<file path="src/conv_cfg_pkg.sv">
// Package with register map, field positions and timing counts
package conv_cfg_pkg;

  localparam int unsigned ADDR_W = 8;
  localparam int unsigned DATA_W = 32;
  localparam int unsigned REG_W  = 8;

  // Word offsets are indices; byte address is four times the index
  localparam logic [7:0] IDX_MODE_CTRL   = 8'h50;
  localparam logic [7:0] IDX_BOOST_ADJ   = 8'h51;
  localparam logic [7:0] IDX_TIMING      = 8'h52;
  localparam logic [7:0] IDX_REG_B       = 8'h53;
  localparam logic [7:0] IDX_REG_C       = 8'h54;
  localparam logic [7:0] IDX_SEQ_ONTIME  = 8'h55;
  localparam logic [7:0] IDX_BUCK_PROT   = 8'h56;
  localparam logic [7:0] IDX_BUCK_MODE   = 8'h57;
  localparam logic [7:0] IDX_ENV_CTRL    = 8'h60;
  localparam logic [7:0] IDX_STATUS      = 8'h61;

  localparam logic [7:0] REG_RESET       = 8'h00;
  localparam logic [7:0] BUCK_PROT_MASK  = 8'h03;
  localparam logic [31:0] UNMAPPED_DATA  = 32'h0000_0000;

  // Field positions
  localparam int unsigned MODE_LSB       = 0;
  localparam int unsigned SPEED_LSB      = 6;
  localparam int unsigned ADJ_LSB        = 0;
  localparam int unsigned NOADJ_BIT      = 7;
  localparam int unsigned SWFAST_BIT     = 6;
  localparam int unsigned INRUSH_A_LSB   = 2;
  localparam int unsigned TOFF_LSB       = 0;
  localparam int unsigned NOAUTO_BIT     = 7;
  localparam int unsigned BYPASS_BIT     = 6;
  localparam int unsigned VMIN_LSB       = 4;
  localparam int unsigned GAIN_LSB       = 0;
  localparam int unsigned STANDALONE_BIT = 7;
  localparam int unsigned SEQ_FIRST_BIT  = 7;
  localparam int unsigned TON_A_LSB      = 4;
  localparam int unsigned INRUSH_C_LSB   = 0;
  localparam int unsigned OVP_OFF_BIT    = 1;
  localparam int unsigned CLAMP_BIT      = 0;
  localparam int unsigned TON_B_LSB      = 5;

  // Timing figures in nanoseconds at a 100 ns core clock
  localparam int unsigned CLK_PERIOD_NS  = 100;
  localparam int unsigned INRUSH_UNIT_NS = 300;
  localparam int unsigned TON_UNIT_NS    = 70;
  localparam int unsigned TOFF_1_NS      = 900;
  localparam int unsigned TOFF_2_NS      = 1500;
  localparam int unsigned TOFF_3_NS      = 2100;
  // Longest times round down, least times round up, floor of one cycle
  localparam int unsigned TOFF_1_CYC     = TOFF_1_NS / CLK_PERIOD_NS;
  localparam int unsigned TOFF_2_CYC     = TOFF_2_NS / CLK_PERIOD_NS;
  localparam int unsigned TOFF_3_CYC     = TOFF_3_NS / CLK_PERIOD_NS;

  typedef enum logic [2:0] {
    MODE_DISABLED    = 3'h0,
    MODE_AUTONOMOUS  = 3'h1,
    MODE_FORCE_BUCK  = 3'h2,
    MODE_FORCE_NEAR  = 3'h3,
    MODE_FORCE_BOOST = 3'h4,
    MODE_WIRED_BUCK_FALLBACK = 3'h5,
    MODE_WIRED_BUCK  = 3'h6,
    MODE_WIRED_BOOST = 3'h7
  } conv_mode_t;

  typedef enum logic [1:0] {
    ES_RUN      = 2'h0,
    ES_LOW_POWER = 2'h1,
    ES_SHUTOFF  = 2'h3
  } energy_state_t;

  // Operating stage of converter one
  typedef enum logic [1:0] {
    OP_OFF    = 2'b00,
    OP_BUCK   = 2'b01,
    OP_NEAR   = 2'b11,
    OP_BOOST  = 2'b10
  } conv_op_t;

  typedef struct packed {
    logic [ADDR_W-1:0] address;
    logic              read;
    logic              write;
    logic [DATA_W-1:0] writedata;
  } av_req_t;

  typedef struct packed {
    logic              bypass_only;
    logic              auto_bypass_en;
    logic [1:0]        min_voltage;
    logic [3:0]        current_gain;
    logic [4:0]        gain_divisor;
  } ldo_cfg_t;

endpackage : conv_cfg_pkg

</file>
<file path="src/cycle_limit.sv">
// Cycle count limit from a multiplier field: unit * (k*n + 1)
`timescale 1ns/1ns
`default_nettype none
module cycle_limit #(
  parameter int unsigned FIELD_W = 4,
  parameter int unsigned STEP    = 2,
  parameter int unsigned UNIT_NS = 300,
  parameter int unsigned ROUND_UP = 1,
  parameter int unsigned OUT_W   = 12
) (
  input  wire logic [FIELD_W-1:0] field_in,
  output logic                    bounded_out,
  output logic [OUT_W-1:0]        cycles_out
);
  localparam int unsigned PER = conv_cfg_pkg::CLK_PERIOD_NS;
  logic [31:0] time_ns;
  logic [31:0] cyc;
  assign time_ns = UNIT_NS * (STEP * {{(32-FIELD_W){1'b0}}, field_in} + 1);
  assign cyc     = (ROUND_UP != 0) ? (time_ns + PER - 1) / PER
                                   : time_ns / PER;
  assign bounded_out = (field_in != '0);
  assign cycles_out  = (cyc == 32'd0) ? OUT_W'(1) : cyc[OUT_W-1:0];
endmodule : cycle_limit
`default_nettype wire

</file>
<file path="src/ldo_decode.sv">
// Linear regulator field decode
`timescale 1ns/1ns
`default_nettype none
module ldo_decode (
  input  wire logic [7:0]           ctrl_in,
  input  wire logic                 no_auto_bypass_in,
  output conv_cfg_pkg::ldo_cfg_t    cfg_out
);
  logic [3:0] gain;
  assign gain = ctrl_in[conv_cfg_pkg::GAIN_LSB +: 4];
  assign cfg_out.bypass_only    = ctrl_in[conv_cfg_pkg::BYPASS_BIT];
  assign cfg_out.auto_bypass_en = ~no_auto_bypass_in;
  assign cfg_out.min_voltage    = ctrl_in[conv_cfg_pkg::VMIN_LSB +: 2];
  assign cfg_out.current_gain   = gain;
  // Current scales as 1/(17 - gain)
  assign cfg_out.gain_divisor   = 5'd17 - {1'b0, gain};
endmodule : ldo_decode
`default_nettype wire

</file>
<file path="src/regulator_converter_config_bank.sv">
// Converter and regulator configuration bank with Avalon-MM slave
// Operation
// - Mode field decodes disabled, autonomous, forced and wired modes.
// - Wired buck fallback switches to regulator when input too low.
// - Bits 7:6 of boost adjust set pre-driver speed; 2 recommended.
// - Boost adjust value steers compensation only when no-adjust is 0.
// - Timing bit 7 clear raises boost peak current as battery falls.
// - Low-power state always suppresses boost peak-current adjustment.
// - Bit 6 selects high-speed switched-output driver.
// - Inrush field n sets minimum period 300ns*(2n+1); zero unbounded.
// - Off-time limit decodes none, 0.9, 1.5 and 2.1 us.
// - Regulator-B bit 7 blocks automatic bypass of both regulators.
// - Regulator-B bit 6 makes regulator B a pure bypass switch.
// - Gain field scales maximum current by 1/(17 - value).
// - Regulator-C bit 7 standalone enable, forced off in shutoff.
// - Regulator-C bit 6 shorts input to output as bypass.
// - Sequencing bit holds buck and C until converter one regulates.
// - On-time field caps at 70ns*(4n+1); zero unbounded.
// - Regulator-C inrush field n gives 300ns*(2n+1) minimum period.
// - Buck protect bit 1 disables overvoltage pull-down.
// - Buck protect bit 0 enables clamp only in shutoff state.
// - Buck on-time field caps at 70ns*(4n+1); zero unbounded.
// - Mode field at 0x50 bits 2:0; disabled in shutoff state.
`timescale 1ns/1ns
`default_nettype none
module regulator_converter_config_bank #(
  parameter int unsigned CYC_W = 12
) (
  input  wire logic                    core_clk_in,
  input  wire logic                    sys_rst_in,
  input  wire logic [7:0]              avs_address_in,
  input  wire logic                    avs_read_in,
  input  wire logic                    avs_write_in,
  input  wire logic [31:0]             avs_writedata_in,
  input  wire logic [3:0]              avs_byteenable_in,
  output logic [31:0]                  avs_readdata_out,
  output logic                         avs_waitrequest_out,
  input  wire logic [1:0]              energy_state_in,
  input  wire logic                    input_too_low_in,
  input  wire logic                    conv_one_in_regulation_in,
  output logic [1:0]                   conv_one_op_out,
  output logic                         conv_one_fallback_ldo_out,
  output logic [1:0]                   converter_one_predriver_speed_out,
  output logic                         boost_comp_active_out,
  output logic [5:0]                   boost_peak_comp_value_out,
  output logic                         switched_output_highspeed_out,
  output logic                         inrush_a_bounded_out,
  output logic [CYC_W-1:0]             inrush_a_cycles_out,
  output logic                         offtime_bounded_out,
  output logic [CYC_W-1:0]             offtime_cycles_out,
  output logic                         ontime_a_bounded_out,
  output logic [CYC_W-1:0]             ontime_a_cycles_out,
  output logic                         inrush_c_bounded_out,
  output logic [CYC_W-1:0]             inrush_c_cycles_out,
  output conv_cfg_pkg::ldo_cfg_t       regulator_b_cfg_out,
  output conv_cfg_pkg::ldo_cfg_t       regulator_c_cfg_out,
  output logic                         regulator_c_enable_out,
  output logic                         buck_enable_allowed_out,
  output logic                         buck_overvoltage_pulldown_out,
  output logic                         buck_output_shutoff_pulldown_out,
  output logic                         buck_ontime_bounded_out,
  output logic [CYC_W-1:0]             buck_ontime_cycles_out
);

  // Register storage
  logic [7:0] mode_reg;
  logic [7:0] boost_adjust_ctrl_reg;
  logic [7:0] converter_a_timing_ctrl_reg;
  logic [7:0] regulator_b_ctrl_reg;
  logic [7:0] regulator_c_ctrl_reg;
  logic [7:0] sequencing_ontime_ctrl_reg;
  logic [7:0] buck_protect_ctrl_reg;
  logic [7:0] buck_mode_ctrl_reg;
  logic [7:0] env_ctrl_reg;
  logic       ack_reg;

  conv_cfg_pkg::av_req_t req;
  assign req.address   = avs_address_in;
  assign req.read      = avs_read_in;
  assign req.write     = avs_write_in;
  assign req.writedata = avs_writedata_in;

  // One wait cycle per access; answer on the second edge
  wire        access   = (req.read | req.write) & ~ack_reg;
  wire        wr_fire  = req.write & ack_reg;
  wire        lane0    = avs_byteenable_in[0];
  wire [7:0]  wbyte    = req.writedata[7:0];
  wire        wr_mode  = wr_fire & lane0 &
                         (req.address == conv_cfg_pkg::IDX_MODE_CTRL);
  wire        wr_badj  = wr_fire & lane0 &
                         (req.address == conv_cfg_pkg::IDX_BOOST_ADJ);
  wire        wr_tim   = wr_fire & lane0 &
                         (req.address == conv_cfg_pkg::IDX_TIMING);
  wire        wr_regb  = wr_fire & lane0 &
                         (req.address == conv_cfg_pkg::IDX_REG_B);
  wire        wr_regc  = wr_fire & lane0 &
                         (req.address == conv_cfg_pkg::IDX_REG_C);
  wire        wr_seq   = wr_fire & lane0 &
                         (req.address == conv_cfg_pkg::IDX_SEQ_ONTIME);
  wire        wr_prot  = wr_fire & lane0 &
                         (req.address == conv_cfg_pkg::IDX_BUCK_PROT);
  wire        wr_bmode = wr_fire & lane0 &
                         (req.address == conv_cfg_pkg::IDX_BUCK_MODE);
  wire        wr_env   = wr_fire & lane0 &
                         (req.address == conv_cfg_pkg::IDX_ENV_CTRL);

  // Energy state and mode decode
  wire shutoff   = (energy_state_in == conv_cfg_pkg::ES_SHUTOFF);
  wire low_power = (energy_state_in == conv_cfg_pkg::ES_LOW_POWER);
  conv_cfg_pkg::conv_mode_t mode;
  assign mode = conv_cfg_pkg::conv_mode_t'(
                  mode_reg[conv_cfg_pkg::MODE_LSB +: 3]);

  // Autonomous mode picks the stage from a simple input-level view
  logic [1:0] op_next;
  always_comb
  begin
    op_next = conv_cfg_pkg::OP_OFF;
    if (!shutoff)
    begin
      case (mode)
        conv_cfg_pkg::MODE_DISABLED:    op_next = conv_cfg_pkg::OP_OFF;
        conv_cfg_pkg::MODE_AUTONOMOUS:
          op_next = input_too_low_in ? conv_cfg_pkg::OP_BOOST
                                     : conv_cfg_pkg::OP_BUCK;
        conv_cfg_pkg::MODE_FORCE_BUCK:  op_next = conv_cfg_pkg::OP_BUCK;
        conv_cfg_pkg::MODE_FORCE_NEAR:  op_next = conv_cfg_pkg::OP_NEAR;
        conv_cfg_pkg::MODE_FORCE_BOOST: op_next = conv_cfg_pkg::OP_BOOST;
        conv_cfg_pkg::MODE_WIRED_BUCK_FALLBACK:
          op_next = input_too_low_in ? conv_cfg_pkg::OP_OFF
                                     : conv_cfg_pkg::OP_BUCK;
        conv_cfg_pkg::MODE_WIRED_BUCK:  op_next = conv_cfg_pkg::OP_BUCK;
        conv_cfg_pkg::MODE_WIRED_BOOST: op_next = conv_cfg_pkg::OP_BOOST;
        default:                        op_next = conv_cfg_pkg::OP_OFF;
      endcase
    end
  end

  wire fallback_next = ~shutoff &
       (mode == conv_cfg_pkg::MODE_WIRED_BUCK_FALLBACK) &
       input_too_low_in;

  wire boost_like = (op_next == conv_cfg_pkg::OP_BOOST);
  wire noadj      = converter_a_timing_ctrl_reg[conv_cfg_pkg::NOADJ_BIT];
  // Compensation only outside low-power and shutoff with adjustment allowed
  wire comp_next  = boost_like & ~noadj &
                    ~low_power & ~shutoff;

  // Regulator C enable with sequencing hold-off
  wire seq_hold   = sequencing_ontime_ctrl_reg[conv_cfg_pkg::SEQ_FIRST_BIT] &
                    ~conv_one_in_regulation_in;
  wire regc_next  = regulator_c_ctrl_reg[conv_cfg_pkg::STANDALONE_BIT] &
                    ~shutoff & ~seq_hold;
  wire buck_next  = ~shutoff & ~seq_hold;

  // Buck protection decode
  wire ovp_next   = ~buck_protect_ctrl_reg[conv_cfg_pkg::OVP_OFF_BIT];
  wire clamp_next = buck_protect_ctrl_reg[conv_cfg_pkg::CLAMP_BIT] &
                    shutoff;

  // Off-time limit table
  logic [CYC_W-1:0] toff_next;
  always_comb
  begin
    case (converter_a_timing_ctrl_reg[conv_cfg_pkg::TOFF_LSB +: 2])
      2'd1:    toff_next = CYC_W'(conv_cfg_pkg::TOFF_1_CYC);
      2'd2:    toff_next = CYC_W'(conv_cfg_pkg::TOFF_2_CYC);
      2'd3:    toff_next = CYC_W'(conv_cfg_pkg::TOFF_3_CYC);
      default: toff_next = '0;
    endcase
  end
  wire toff_bnd_next = (converter_a_timing_ctrl_reg[1:0] != 2'd0);

  // Limit counts, registered below
  logic             ia_bnd, ta_bnd, ic_bnd, tb_bnd;
  logic [CYC_W-1:0] ia_cyc, ta_cyc, ic_cyc, tb_cyc;

  cycle_limit #(.FIELD_W(4), .STEP(2),
    .UNIT_NS(conv_cfg_pkg::INRUSH_UNIT_NS), .ROUND_UP(1), .OUT_W(CYC_W))
  u_inrush_a (
    .field_in    (converter_a_timing_ctrl_reg[conv_cfg_pkg::INRUSH_A_LSB+:4]),
    .bounded_out (ia_bnd),
    .cycles_out  (ia_cyc)
  );

  cycle_limit #(.FIELD_W(3), .STEP(4),
    .UNIT_NS(conv_cfg_pkg::TON_UNIT_NS), .ROUND_UP(0), .OUT_W(CYC_W))
  u_ontime_a (
    .field_in    (sequencing_ontime_ctrl_reg[conv_cfg_pkg::TON_A_LSB +: 3]),
    .bounded_out (ta_bnd),
    .cycles_out  (ta_cyc)
  );

  cycle_limit #(.FIELD_W(4), .STEP(2),
    .UNIT_NS(conv_cfg_pkg::INRUSH_UNIT_NS), .ROUND_UP(1), .OUT_W(CYC_W))
  u_inrush_c (
    .field_in    (sequencing_ontime_ctrl_reg[conv_cfg_pkg::INRUSH_C_LSB +: 4]),
    .bounded_out (ic_bnd),
    .cycles_out  (ic_cyc)
  );

  cycle_limit #(.FIELD_W(3), .STEP(4),
    .UNIT_NS(conv_cfg_pkg::TON_UNIT_NS), .ROUND_UP(0), .OUT_W(CYC_W))
  u_ontime_b (
    .field_in    (buck_mode_ctrl_reg[conv_cfg_pkg::TON_B_LSB +: 3]),
    .bounded_out (tb_bnd),
    .cycles_out  (tb_cyc)
  );

  conv_cfg_pkg::ldo_cfg_t regb_cfg, regc_cfg;
  wire no_auto = regulator_b_ctrl_reg[conv_cfg_pkg::NOAUTO_BIT];

  ldo_decode u_regb (
    .ctrl_in           (regulator_b_ctrl_reg),
    .no_auto_bypass_in (no_auto),
    .cfg_out           (regb_cfg)
  );

  ldo_decode u_regc (
    .ctrl_in           (regulator_c_ctrl_reg),
    .no_auto_bypass_in (no_auto),
    .cfg_out           (regc_cfg)
  );

  // Status view of the block's own decode
  wire [7:0] status_byte = {1'b0, regulator_c_enable_out,
                            buck_enable_allowed_out, boost_comp_active_out,
                            conv_one_fallback_ldo_out, 1'b0,
                            conv_one_op_out};

  logic [7:0] rd_byte;
  logic       rd_hit;
  always_comb
  begin
    rd_hit = 1'b1;
    case (req.address)
      conv_cfg_pkg::IDX_MODE_CTRL:  rd_byte = mode_reg;
      conv_cfg_pkg::IDX_BOOST_ADJ:  rd_byte = boost_adjust_ctrl_reg;
      conv_cfg_pkg::IDX_TIMING:     rd_byte = converter_a_timing_ctrl_reg;
      conv_cfg_pkg::IDX_REG_B:      rd_byte = regulator_b_ctrl_reg;
      conv_cfg_pkg::IDX_REG_C:      rd_byte = regulator_c_ctrl_reg;
      conv_cfg_pkg::IDX_SEQ_ONTIME: rd_byte = sequencing_ontime_ctrl_reg;
      conv_cfg_pkg::IDX_BUCK_PROT:  rd_byte = buck_protect_ctrl_reg;
      conv_cfg_pkg::IDX_BUCK_MODE:  rd_byte = buck_mode_ctrl_reg;
      conv_cfg_pkg::IDX_ENV_CTRL:   rd_byte = env_ctrl_reg;
      conv_cfg_pkg::IDX_STATUS:     rd_byte = status_byte;
      default:
      begin
        rd_byte = 8'h00;
        rd_hit  = 1'b0;
      end
    endcase
  end
  wire [31:0] rd_word = rd_hit ? {24'h00_0000, rd_byte}
                               : conv_cfg_pkg::UNMAPPED_DATA;

  // Bus handshake
  always_ff @(posedge core_clk_in)
  begin
    if (sys_rst_in)
    begin
      ack_reg             <= 1'b0;
      avs_waitrequest_out <= 1'b1;
      avs_readdata_out    <= 32'h0000_0000;
    end
    else
    begin
      ack_reg             <= access;
      avs_waitrequest_out <= ~access;
      avs_readdata_out    <= (access & req.read) ? rd_word : 32'h0000_0000;
    end
  end

  // Register writes
  always_ff @(posedge core_clk_in)
  begin
    if (sys_rst_in)
    begin
      mode_reg                    <= conv_cfg_pkg::REG_RESET;
      boost_adjust_ctrl_reg       <= conv_cfg_pkg::REG_RESET;
      converter_a_timing_ctrl_reg <= conv_cfg_pkg::REG_RESET;
      regulator_b_ctrl_reg        <= conv_cfg_pkg::REG_RESET;
      regulator_c_ctrl_reg        <= conv_cfg_pkg::REG_RESET;
      sequencing_ontime_ctrl_reg  <= conv_cfg_pkg::REG_RESET;
      buck_protect_ctrl_reg       <= conv_cfg_pkg::REG_RESET;
      buck_mode_ctrl_reg          <= conv_cfg_pkg::REG_RESET;
      env_ctrl_reg                <= conv_cfg_pkg::REG_RESET;
    end
    else
    begin
      if (wr_mode)  mode_reg                    <= wbyte;
      if (wr_badj)  boost_adjust_ctrl_reg       <= wbyte;
      if (wr_tim)   converter_a_timing_ctrl_reg <= wbyte;
      if (wr_regb)  regulator_b_ctrl_reg        <= wbyte;
      if (wr_regc)  regulator_c_ctrl_reg        <= wbyte;
      if (wr_seq)   sequencing_ontime_ctrl_reg  <= wbyte;
      // Reserved bits kept at zero
      if (wr_prot)  buck_protect_ctrl_reg <=
                      wbyte & conv_cfg_pkg::BUCK_PROT_MASK;
      if (wr_bmode) buck_mode_ctrl_reg          <= wbyte;
      if (wr_env)   env_ctrl_reg                <= wbyte;
    end
  end

  // Decoded outputs, one cycle behind the registers
  always_ff @(posedge core_clk_in)
  begin
    if (sys_rst_in)
    begin
      conv_one_op_out                   <= conv_cfg_pkg::OP_OFF;
      conv_one_fallback_ldo_out         <= 1'b0;
      converter_one_predriver_speed_out <= 2'b00;
      boost_comp_active_out             <= 1'b0;
      boost_peak_comp_value_out         <= 6'h00;
      switched_output_highspeed_out     <= 1'b0;
      inrush_a_bounded_out              <= 1'b0;
      inrush_a_cycles_out               <= '0;
      offtime_bounded_out               <= 1'b0;
      offtime_cycles_out                <= '0;
      ontime_a_bounded_out              <= 1'b0;
      ontime_a_cycles_out               <= '0;
      inrush_c_bounded_out              <= 1'b0;
      inrush_c_cycles_out               <= '0;
      regulator_b_cfg_out               <= '0;
      regulator_c_cfg_out               <= '0;
      regulator_c_enable_out            <= 1'b0;
      buck_enable_allowed_out           <= 1'b0;
      buck_overvoltage_pulldown_out     <= 1'b0;
      buck_output_shutoff_pulldown_out  <= 1'b0;
      buck_ontime_bounded_out           <= 1'b0;
      buck_ontime_cycles_out            <= '0;
    end
    else
    begin
      conv_one_op_out           <= op_next;
      conv_one_fallback_ldo_out <= fallback_next;
      converter_one_predriver_speed_out <=
        boost_adjust_ctrl_reg[conv_cfg_pkg::SPEED_LSB +: 2];
      boost_comp_active_out     <= comp_next;
      // Value held at zero when compensation is off
      boost_peak_comp_value_out <= comp_next ?
        boost_adjust_ctrl_reg[conv_cfg_pkg::ADJ_LSB +: 6] : 6'h00;
      switched_output_highspeed_out <=
        converter_a_timing_ctrl_reg[conv_cfg_pkg::SWFAST_BIT];
      inrush_a_bounded_out      <= ia_bnd;
      inrush_a_cycles_out       <= ia_bnd ? ia_cyc : '0;
      // Off-time limit applies only in boost stages
      offtime_bounded_out       <= toff_bnd_next & boost_like;
      offtime_cycles_out        <= toff_next;
      ontime_a_bounded_out      <= ta_bnd;
      ontime_a_cycles_out       <= ta_bnd ? ta_cyc : '0;
      inrush_c_bounded_out      <= ic_bnd;
      inrush_c_cycles_out       <= ic_bnd ? ic_cyc : '0;
      regulator_b_cfg_out       <= regb_cfg;
      regulator_c_cfg_out       <= regc_cfg;
      regulator_c_enable_out    <= regc_next;
      buck_enable_allowed_out   <= buck_next;
      buck_overvoltage_pulldown_out    <= ovp_next;
      buck_output_shutoff_pulldown_out <= clamp_next;
      buck_ontime_bounded_out   <= tb_bnd;
      buck_ontime_cycles_out    <= tb_bnd ? tb_cyc : '0;
    end
  end

endmodule : regulator_converter_config_bank
`default_nettype wire

</file>
<file path="config.mk">
export PLATFORM = sky130hd
export DESIGN_NAME = regulator_converter_config_bank
export DESIGN_NICKNAME = d
export VERILOG_FILES = /design/src/conv_cfg_pkg.sv /design/src/cycle_limit.sv /design/src/ldo_decode.sv /design/src/regulator_converter_config_bank.sv
export SDC_FILE = /design/constraint.sdc
export NUM_CORES = 1
export LEC_CHECK = 0
export ABC_AREA = 1
export ABC_CLOCK_PERIOD_IN_PS = 19600
export BUFFER_PORTS_ARGS = -buffer_cell sky130_fd_sc_hd__buf_2
export CAP_MARGIN = 20
export CORE_MARGIN = 5
export CORE_UTILIZATION = 60
export DETAILED_ROUTE_END_ITERATION = 10
export HOLD_SLACK_MARGIN = 0.02
export PLACE_DENSITY = 0.87
export RECOVER_POWER = 50
export SYNTH_ARGS = -nofsm -noshare
export SYNTH_HDL_FRONTEND = slang
export SYNTH_SLANG_ARGS = --single-unit
</file>
<file path="constraint.sdc">
create_clock -name core_clk_in -period 19.6 [get_ports core_clk_in]
set_input_delay 2.94 -clock core_clk_in [delete_from_list [all_inputs] [get_ports core_clk_in]]
set_output_delay 2.94 -clock core_clk_in [all_outputs]
set_load 0.01 [all_outputs]
</file>
==> impl_metrics.py, run 1 <==
metrics = {
    "synth": {
        "syn-cell-area_um2": 12600,
        "synthCells": 1884,
        "synth_cell_types": 64,
        "syn-mean-instance-area_um2": 6.69,
        "yosys_warnings": 0,
        "synth-seq-cells": 156,
        "yosysSeqAreaShare_pct": 24.8,
    },
    "sta": {
        "min_period_over_period_pct": 37.6,
        "tightest_slew_ns": 2.43,
        "rsz0062_at_grt": "false",
        "setup_violations": 0,
        "finalHoldViolations": 0,
        "relSlewSlack_pct": -62.3,
        "clock_skew_ns": 0.00827,
        "fin_tns_setup_ns": 0,
        "min_period_ns": 7.36,
        "clock.fmax_mhz": 136,
        "finalMaxSlewViolations": 51,
    },
    "power_and_ir_drop": {
        "p_switching_w": 0.000179,
        "power_frac_comb_pct": 4.2,
        "power.share.clock_pct": 49.4,
        "p_per_area_nw_per_um2": 50.0,
        "swShare_pct": 26.0,
        "power.internal_w": 0.000508,
        "p_leak_nw": 6.79,
        "seqPwrFrac_pct": 46.4,
        "peakVddDrop_mv": 0.0677,
    },
    "clock_tree": {
        "tritoncts": "yes",
        "cts_buffers": 17,
        "clk_path_buf_depth": 2,
        "path_clk_slew_ns": 0.07,
        "ctsHoldBuffers": 0,
        "worstSkewPairLatency_ns": 0.44,
        "cts_max_level": 4,
        "clock-root-buffer": "clkbuf_16",
        "clock_sink_count": 156,
        "cts_resized": 0,
        "cts_setup_buffers": 0,
    },
    "finish": {
        "area.sequential_um2": 3120,
        "most-common-layout-cells": "378 x nand2_1, 276 x inv_1, 176 x nor2_1, 156 x dfxtp_1, 125 x nand3_1",
        "largestRegisters": "regulator_c_cfg_out x12, regulator_b_cfg_out x11",
        "mostFrequentLayoutCell": "nand2_1",
        "regMostFlops": "regulator_c_cfg_out",
        "largest_reg_flops": 12,
        "final_area_um2": 13700,
        "multi_input_area_um2": 7980,
        "fin_nets": 2146,
        "areaGrowthSynthToFinish_pct": 8.87,
        "drive_gt1_share_pct": 13.8,
        "fill_cells": 1819,
    },
    "global_routing": {
        "track_usage_pct": 25.7,
        "overflow": 0,
        "grt_start_max_net_pins": 51,
        "grt_pass1_wl_mm": 52.0,
        "grt_pass1_vias": 11300,
        "antenna_found_initial": 2,
    },
    "job": {
        "drv_cap": 1,
    },
    "drt": {
        "drtIter0Drc": 980,
        "drtPass1Iterations": 5,
        "wl_per_cell_um": 13.9,
        "drc": 0,
        "dr_total_vias": 12300,
        "drt_wl_total_mm": 31.8,
        "ant_nets": 0,
        "viasPerCell": 5.38,
    },
    "die": {
        "dieWidth_um": 155,
        "start_util_pct": 60.5,
        "rows": 53,
        "coreArea_um2": 20800,
        "chipHeight_um": 155,
        "ios": 193,
        "fp.dieArea_um2": 24000,
    },
    "place": {
        "dpl_cell_area_um2": 13200,
        "place.gp.congestion": 0.905,
        "portBuffers": 116,
        "hpwl_mm": 24.4,
    },
    "status": {
        "outcome": "complete, but fails checks",
        "violations": "capacitance limit, slew limit",
    },
    "setup_path": {
        "reg2reg_slack_ns": 12.24,
        "worst_r2r_path_depth": 50,
        "crit_arrival_ns": 7.68,
        "startpoint_type": "flip-flop",
        "critPathKind": "reg -> reg",
        "cp_slowest_cell": "fa_1",
        "slowest_delay_ns": 0.61,
        "required_ns": 19.92,
        "cp_max_fo": 7,
        "cpMostUsedCell": "nand2_1",
        "crit_start": "sequencing_ontime_ctrl_reg[3]$_SDFFE_PP0P_",
        "r2r-start": "sequencing_ontime_ctrl_reg[3]$_SDFFE_PP0P_",
        "end_kind": "flip-flop",
    },
    "worst_hold_path": {
        "holdCritPathClass": "reg -> reg",
        "holdCritStartpoint": "buck_protect_ctrl_reg[1]$_SDFFE_PP0P_",
        "holdPathStages": 1,
    },
}
==> critical path, delay by kind of cell (launching register included) <==
| family | cells | cell delay, ns |
|---|---|---|
| simple gates | 38 | 3.99 |
| compound gates | 1 | 0.07 |
| fa+ha+maj | 6 | 2.17 |
| flops | 1 | 0.47 |
| buf+inv | 5 | 0.52 |
==> Yosys cell counts, drive strengths merged <==
cell	count	area [µm²]
xnor2	14	123
nand4	39	290
nor4	7	50.1
clkbuf	17	63.8
a21oi	108	567
o21bai	2	26.3
conb	1	3.75
nor3	20	138
nand3b	7	52.6
o41ai	2	17.5
a21o	2	16.3
o21ai	115	602
mux2i	1	10.0
xor2	36	345
nand3	148	878
a211oi	8	60.1
clkinv	3	13.8
inv	310	1160
a221o	1	10.0
and3	5	31.3
and2	3	18.8
ha	94	1180
a21boi	2	15.0
nor2	209	892
a31oi	6	37.5
fa	4	80.1
nor3b	1	12.5
a41oi	1	8.76
or2	7	46.3
o211ai	6	50.1
o2111ai	2	17.5
buf	58	450
nand2	460	2010
dfxtp	156	3120
o22ai	21	131
a221oi	7	61.3
a22oi	1	7.51
==> metrics by stage <==
| step | util, % | power, W | setup slack (ns) | hold slack [ns] | cells |
|---|---|---|---|---|---|
| after floorplan | - | 0.000351 | 13.28 | 0.393 | 1934 |
| after global routing | 65.9 | 0.000709 | 11.54 | 0.459 | 2286 |
| after global placement | 63.5 | 0.000354 | 12.69 | 0.396 | 2252 |
| after detailed placement | 63.5 | 0.000354 | 12.39 | 0.401 | 2252 |
| after CTS | 66.4 | 0.000688 | 12.29 | 0.432 | 2284 |
| final | 65.9 | 0.000686 | 12.24 | 0.438 | 2288 |
==> power groups by stage <==
stage | registers (W) | clock network [W] | logic (W)
floorplan | 0.000327 | 0 | 0.0000246
global placement | 0.000326 | 0 | 0.0000275
detailed placement | 0.000326 | 0 | 0.0000281
CTS | 0.000319 | 0.000340 | 0.0000283
global route | 0.000319 | 0.000359 | 0.0000317
finish | 0.000319 | 0.000339 | 0.0000288
==> layer usage <==
layer	global-route usage (%)	part of all wire, %	up-vias
met4	9.50	2.8	0
met3	4.06	7.9	66
met5	0	0	-
li1	-	-	6188
met1	33.6	43	5621
met2	42.9	47	444
==> area by class of cell <==
cell class / count / share of cell area [%]
multi-input combinational: 1390 / 58.1
sequential: 156 / 22.8
inverter: 313 / 8.58
timing repair buffer: 118 / 3.57
clock buffer: 17 / 3.10
tap: 275 / 2.51
clock inverter: 15 / 1.28
antenna: 4 / 0.0730
==> worst paths after layout <==
| path | end |
|---|---|
| hold / removal | buck_overvoltage_pulldown_out$_SDFF_PP0_ |
| hold reg to reg | buck_overvoltage_pulldown_out$_SDFF_PP0_ |
| setup / recovery | inrush_c_cycles_out[1]$_SDFF_PP0_ |
| setup reg to reg | inrush_c_cycles_out[1]$_SDFF_PP0_ |
==> cells by family (layout without fill, tap and decap cells) <==
group / after synthesis / count (layout) / synth area share [%]
other: 1 / 55 / 0.0298
muxes: 1 / 1 / 0.0794
AOI/OAI and AO/OA: 284 / 284 / 12.9
xor gates and xnor gates: 50 / 50 / 3.71
adders and majority gates: 98 / 98 / 9.97
buffers and inverters: 388 / 463 / 13.4
DFF: 156 / 156 / 24.8
and+or+nand+nor: 906 / 906 / 35.1
Note: power is estimated with default switching activity, not from simulation.
==> run 2, diff against run 1 <==
Settings changed: ABC_CLOCK_PERIOD_IN_PS 19600 to 6890, CORE_UTILIZATION 60 to 59, PLACE_DENSITY 0.87 to 0.85.
Clock period 19.6 ns to 6.89 ns, I/O delays scaled along.
==> run 2 against run 1 <==
  * The flow now finishes without violations
  * First-iteration DRC count fell by 17%
  * Sequential power rose to 2.8 times the previous value
  * Register-to-register slack got worse by 12 ns
  * Critical path depth fell by 1
  * Clock power rose to 2.7 times the previous value
  * Die area rose by 1.6%
  * Utilization rose by 2.7 points
  * Cell area rose by 5.1%
  * Worst setup slack got worse by 12 ns
  * Combinational power rose to 2.9 times the previous value
  * Largest cell class unchanged
==> impl_metrics.py, run 2 (synthesis gave the netlist of run 1 again) <==
metrics = {
    "clock_tree": {
        "path_clk_slew_ns": 0.08,
        "cts_buffers": 17,
        "ctsHoldBuffers": 0,
        "clk_path_buf_depth": 2,
        "clock-root-buffer": "clkbuf_16",
        "cts_max_level": 4,
        "worstSkewPairLatency_ns": 0.45,
        "clock_sink_count": 156,
        "tritoncts": "yes",
    },
    "job": {
        "drv_cap": 0,
    },
    "power_and_ir_drop": {
        "power.share.clock_pct": 47.6,
        "p_switching_w": 0.000484,
        "p_per_area_nw_per_um2": 131,
        "fin_total_pwr_w": 0.00189,
        "power.internal_w": 0.00141,
        "seqPwrFrac_pct": 48.0,
        "swShare_pct": 25.6,
        "peakVddDrop_mv": 0.163,
        "p_leak_nw": 7.07,
        "power_frac_comb_pct": 4.5,
    },
    "finish": {
        "most-common-layout-cells": "359 x nand2_1, 270 x inv_1, 172 x nor2_1, 151 x dfxtp_1, 112 x nand3_1",
        "largestRegisters": "regulator_c_cfg_out x12, regulator_b_cfg_out x11",
        "largest_reg_flops": 12,
        "utilization_pct": 68.6,
        "stdcell_count": 2332,
        "drive_gt1_share_pct": 18.6,
        "regMostFlops": "regulator_c_cfg_out",
        "mostFrequentLayoutCell": "nand2_1",
        "fin_nets": 2191,
        "areaGrowthSynthToFinish_pct": 14.4,
    },
    "drt": {
        "drc": 0,
        "wl_per_cell_um": 14.4,
        "drtPass1Iterations": 8,
        "drtIter0Drc": 814,
        "dr_total_vias": 12600,
        "viasPerCell": 5.39,
        "drt_wl_total_mm": 33.6,
        "ant_nets": 0,
    },
    "status": {
        "outcome": "finished clean",
    },
    "global_routing": {
        "track_usage_pct": 25.9,
        "grt_pass1_wl_mm": 52.8,
        "antenna_found_initial": 4,
        "overflow": 0,
        "grt_pass1_vias": 11500,
        "grt_start_max_net_pins": 50,
    },
    "sta": {
        "relSlewSlack_pct": 54.9,
        "min_period_ns": 6.63,
        "clock.fmax_mhz": 151,
        "whs_ns": 0.406,
        "tightest_slew_ns": 0.676,
        "finalHoldViolations": 0,
        "setup_violations": 0,
        "finalMaxSlewViolations": 0,
        "clock_skew_ns": 0.0197,
        "min_period_over_period_pct": 96.2,
    },
    "worst_hold_path": {
        "holdCritPathClass": "reg -> reg",
    },
    "setup_path": {
        "critPathKind": "reg -> reg",
        "cp_max_fo": 7,
        "required_ns": 7.22,
        "cp_slowest_cell": "fa_1",
        "end_kind": "flip-flop",
        "startpoint_type": "flip-flop",
        "slowest_delay_ns": 0.55,
        "crit_arrival_ns": 6.96,
    },
    "place": {
        "place.gp.congestion": 0.965,
        "hpwl_mm": 24.9,
        "portBuffers": 116,
        "placed_cells": 2274,
    },
    "die": {
        "fp.dieArea_um2": 24400,
        "chipHeight_um": 156,
        "rows": 53,
        "ios": 193,
        "coreArea_um2": 21000,
        "start_util_pct": 59.9,
        "dieWidth_um": 156,
    },
}
[run 2: cell count changes in the layout (fill, tap and decap cells not counted), sizes merged]
| cell | change |
|---|---|
| inv | -2 |
| clkinvlp | +1 |
| buf | +47 |
| bufinv | -1 |
| diode | -1 |
[run 2: path summary, 6_finish.rpt]
path / start / end / slack (ns) / cells after the start
setup / recovery: converter_a_timing_ctrl_reg[5]$_SDFFE_PP0P_ / inrush_a_cycles_out[3]$_SDFF_PP0_ / 0.26 / 49
hold / removal: regulator_c_ctrl_reg[1]$_SDFFE_PP0P_ / regulator_c_cfg_out[4]$_SDFF_PP0_ / 0.41 / 1
setup reg to reg: converter_a_timing_ctrl_reg[5]$_SDFFE_PP0P_ / inrush_a_cycles_out[3]$_SDFF_PP0_ / 0.26 / 49
hold reg to reg: regulator_c_ctrl_reg[1]$_SDFFE_PP0P_ / regulator_c_cfg_out[4]$_SDFF_PP0_ / 0.41 / 1
[run 2: repair_timing]
item / CTS / global route
pin swaps: 1 / 38
cloned: 0 / 0
setup buffers: 0 / 23
resized for setup: 4 / 97
setup endpoints to repair: 14 / 27
[run 2: worst max-delay path: cells and delay by family (launching register included)]
kind / cells / cell delay, ns
simple gates: 33 / 3.05
flops: 1 / 0.37
buf+inv: 8 / 0.82
fa+ha+maj: 6 / 1.89
compound gates: 2 / 0.41
[run 2: through the flow]
stage	setup WS [ns]	setup TNS, ns	area [µm²]
floorplan	0.573	0	12800
global placement	0.159	0	13400
detailed placement	-0.00124	-0.00124	13400
CTS	0.0432	0	13900
global route	-0.148	-1.79	14400
finish	0.260	0	14400
[run 2: cell type report]
cell class              instances  area (µm²)
flip-flops and latches        156        3130
repair buffers                163         832
diodes                          3        7.51
clock buffers                  19         443
inverters                     313        1190
multi-input cells            1390        8370
fillers                      1780        6600
well taps                     275         344
clock inverters                13         108
[run 2: per-layer routing]
metal / track usage (%) / up-vias / part of all wire (%)
met1: 32.0 / 5715 / 40
met3: 6.19 / 80 / 9.1
met5: 0 / - / 0.042
li1: - / 6286 / -
met2: 45.0 / 475 / 49
met4: 7.36 / 4 / 2.1
[run 2: power groups by stage]
stage	logic, W	registers, W	clock network, W
6_report	0.0000842	0.000907	0.000899
5_1_grt	0.0000924	0.000906	0.000949
4_1_cts	0.0000803	0.000907	0.000904
3_5_place_dp	0.0000793	0.000928	0
3_3_place_gp	0.0000775	0.000928	0
2_1_floorplan	0.0000699	0.000929	0
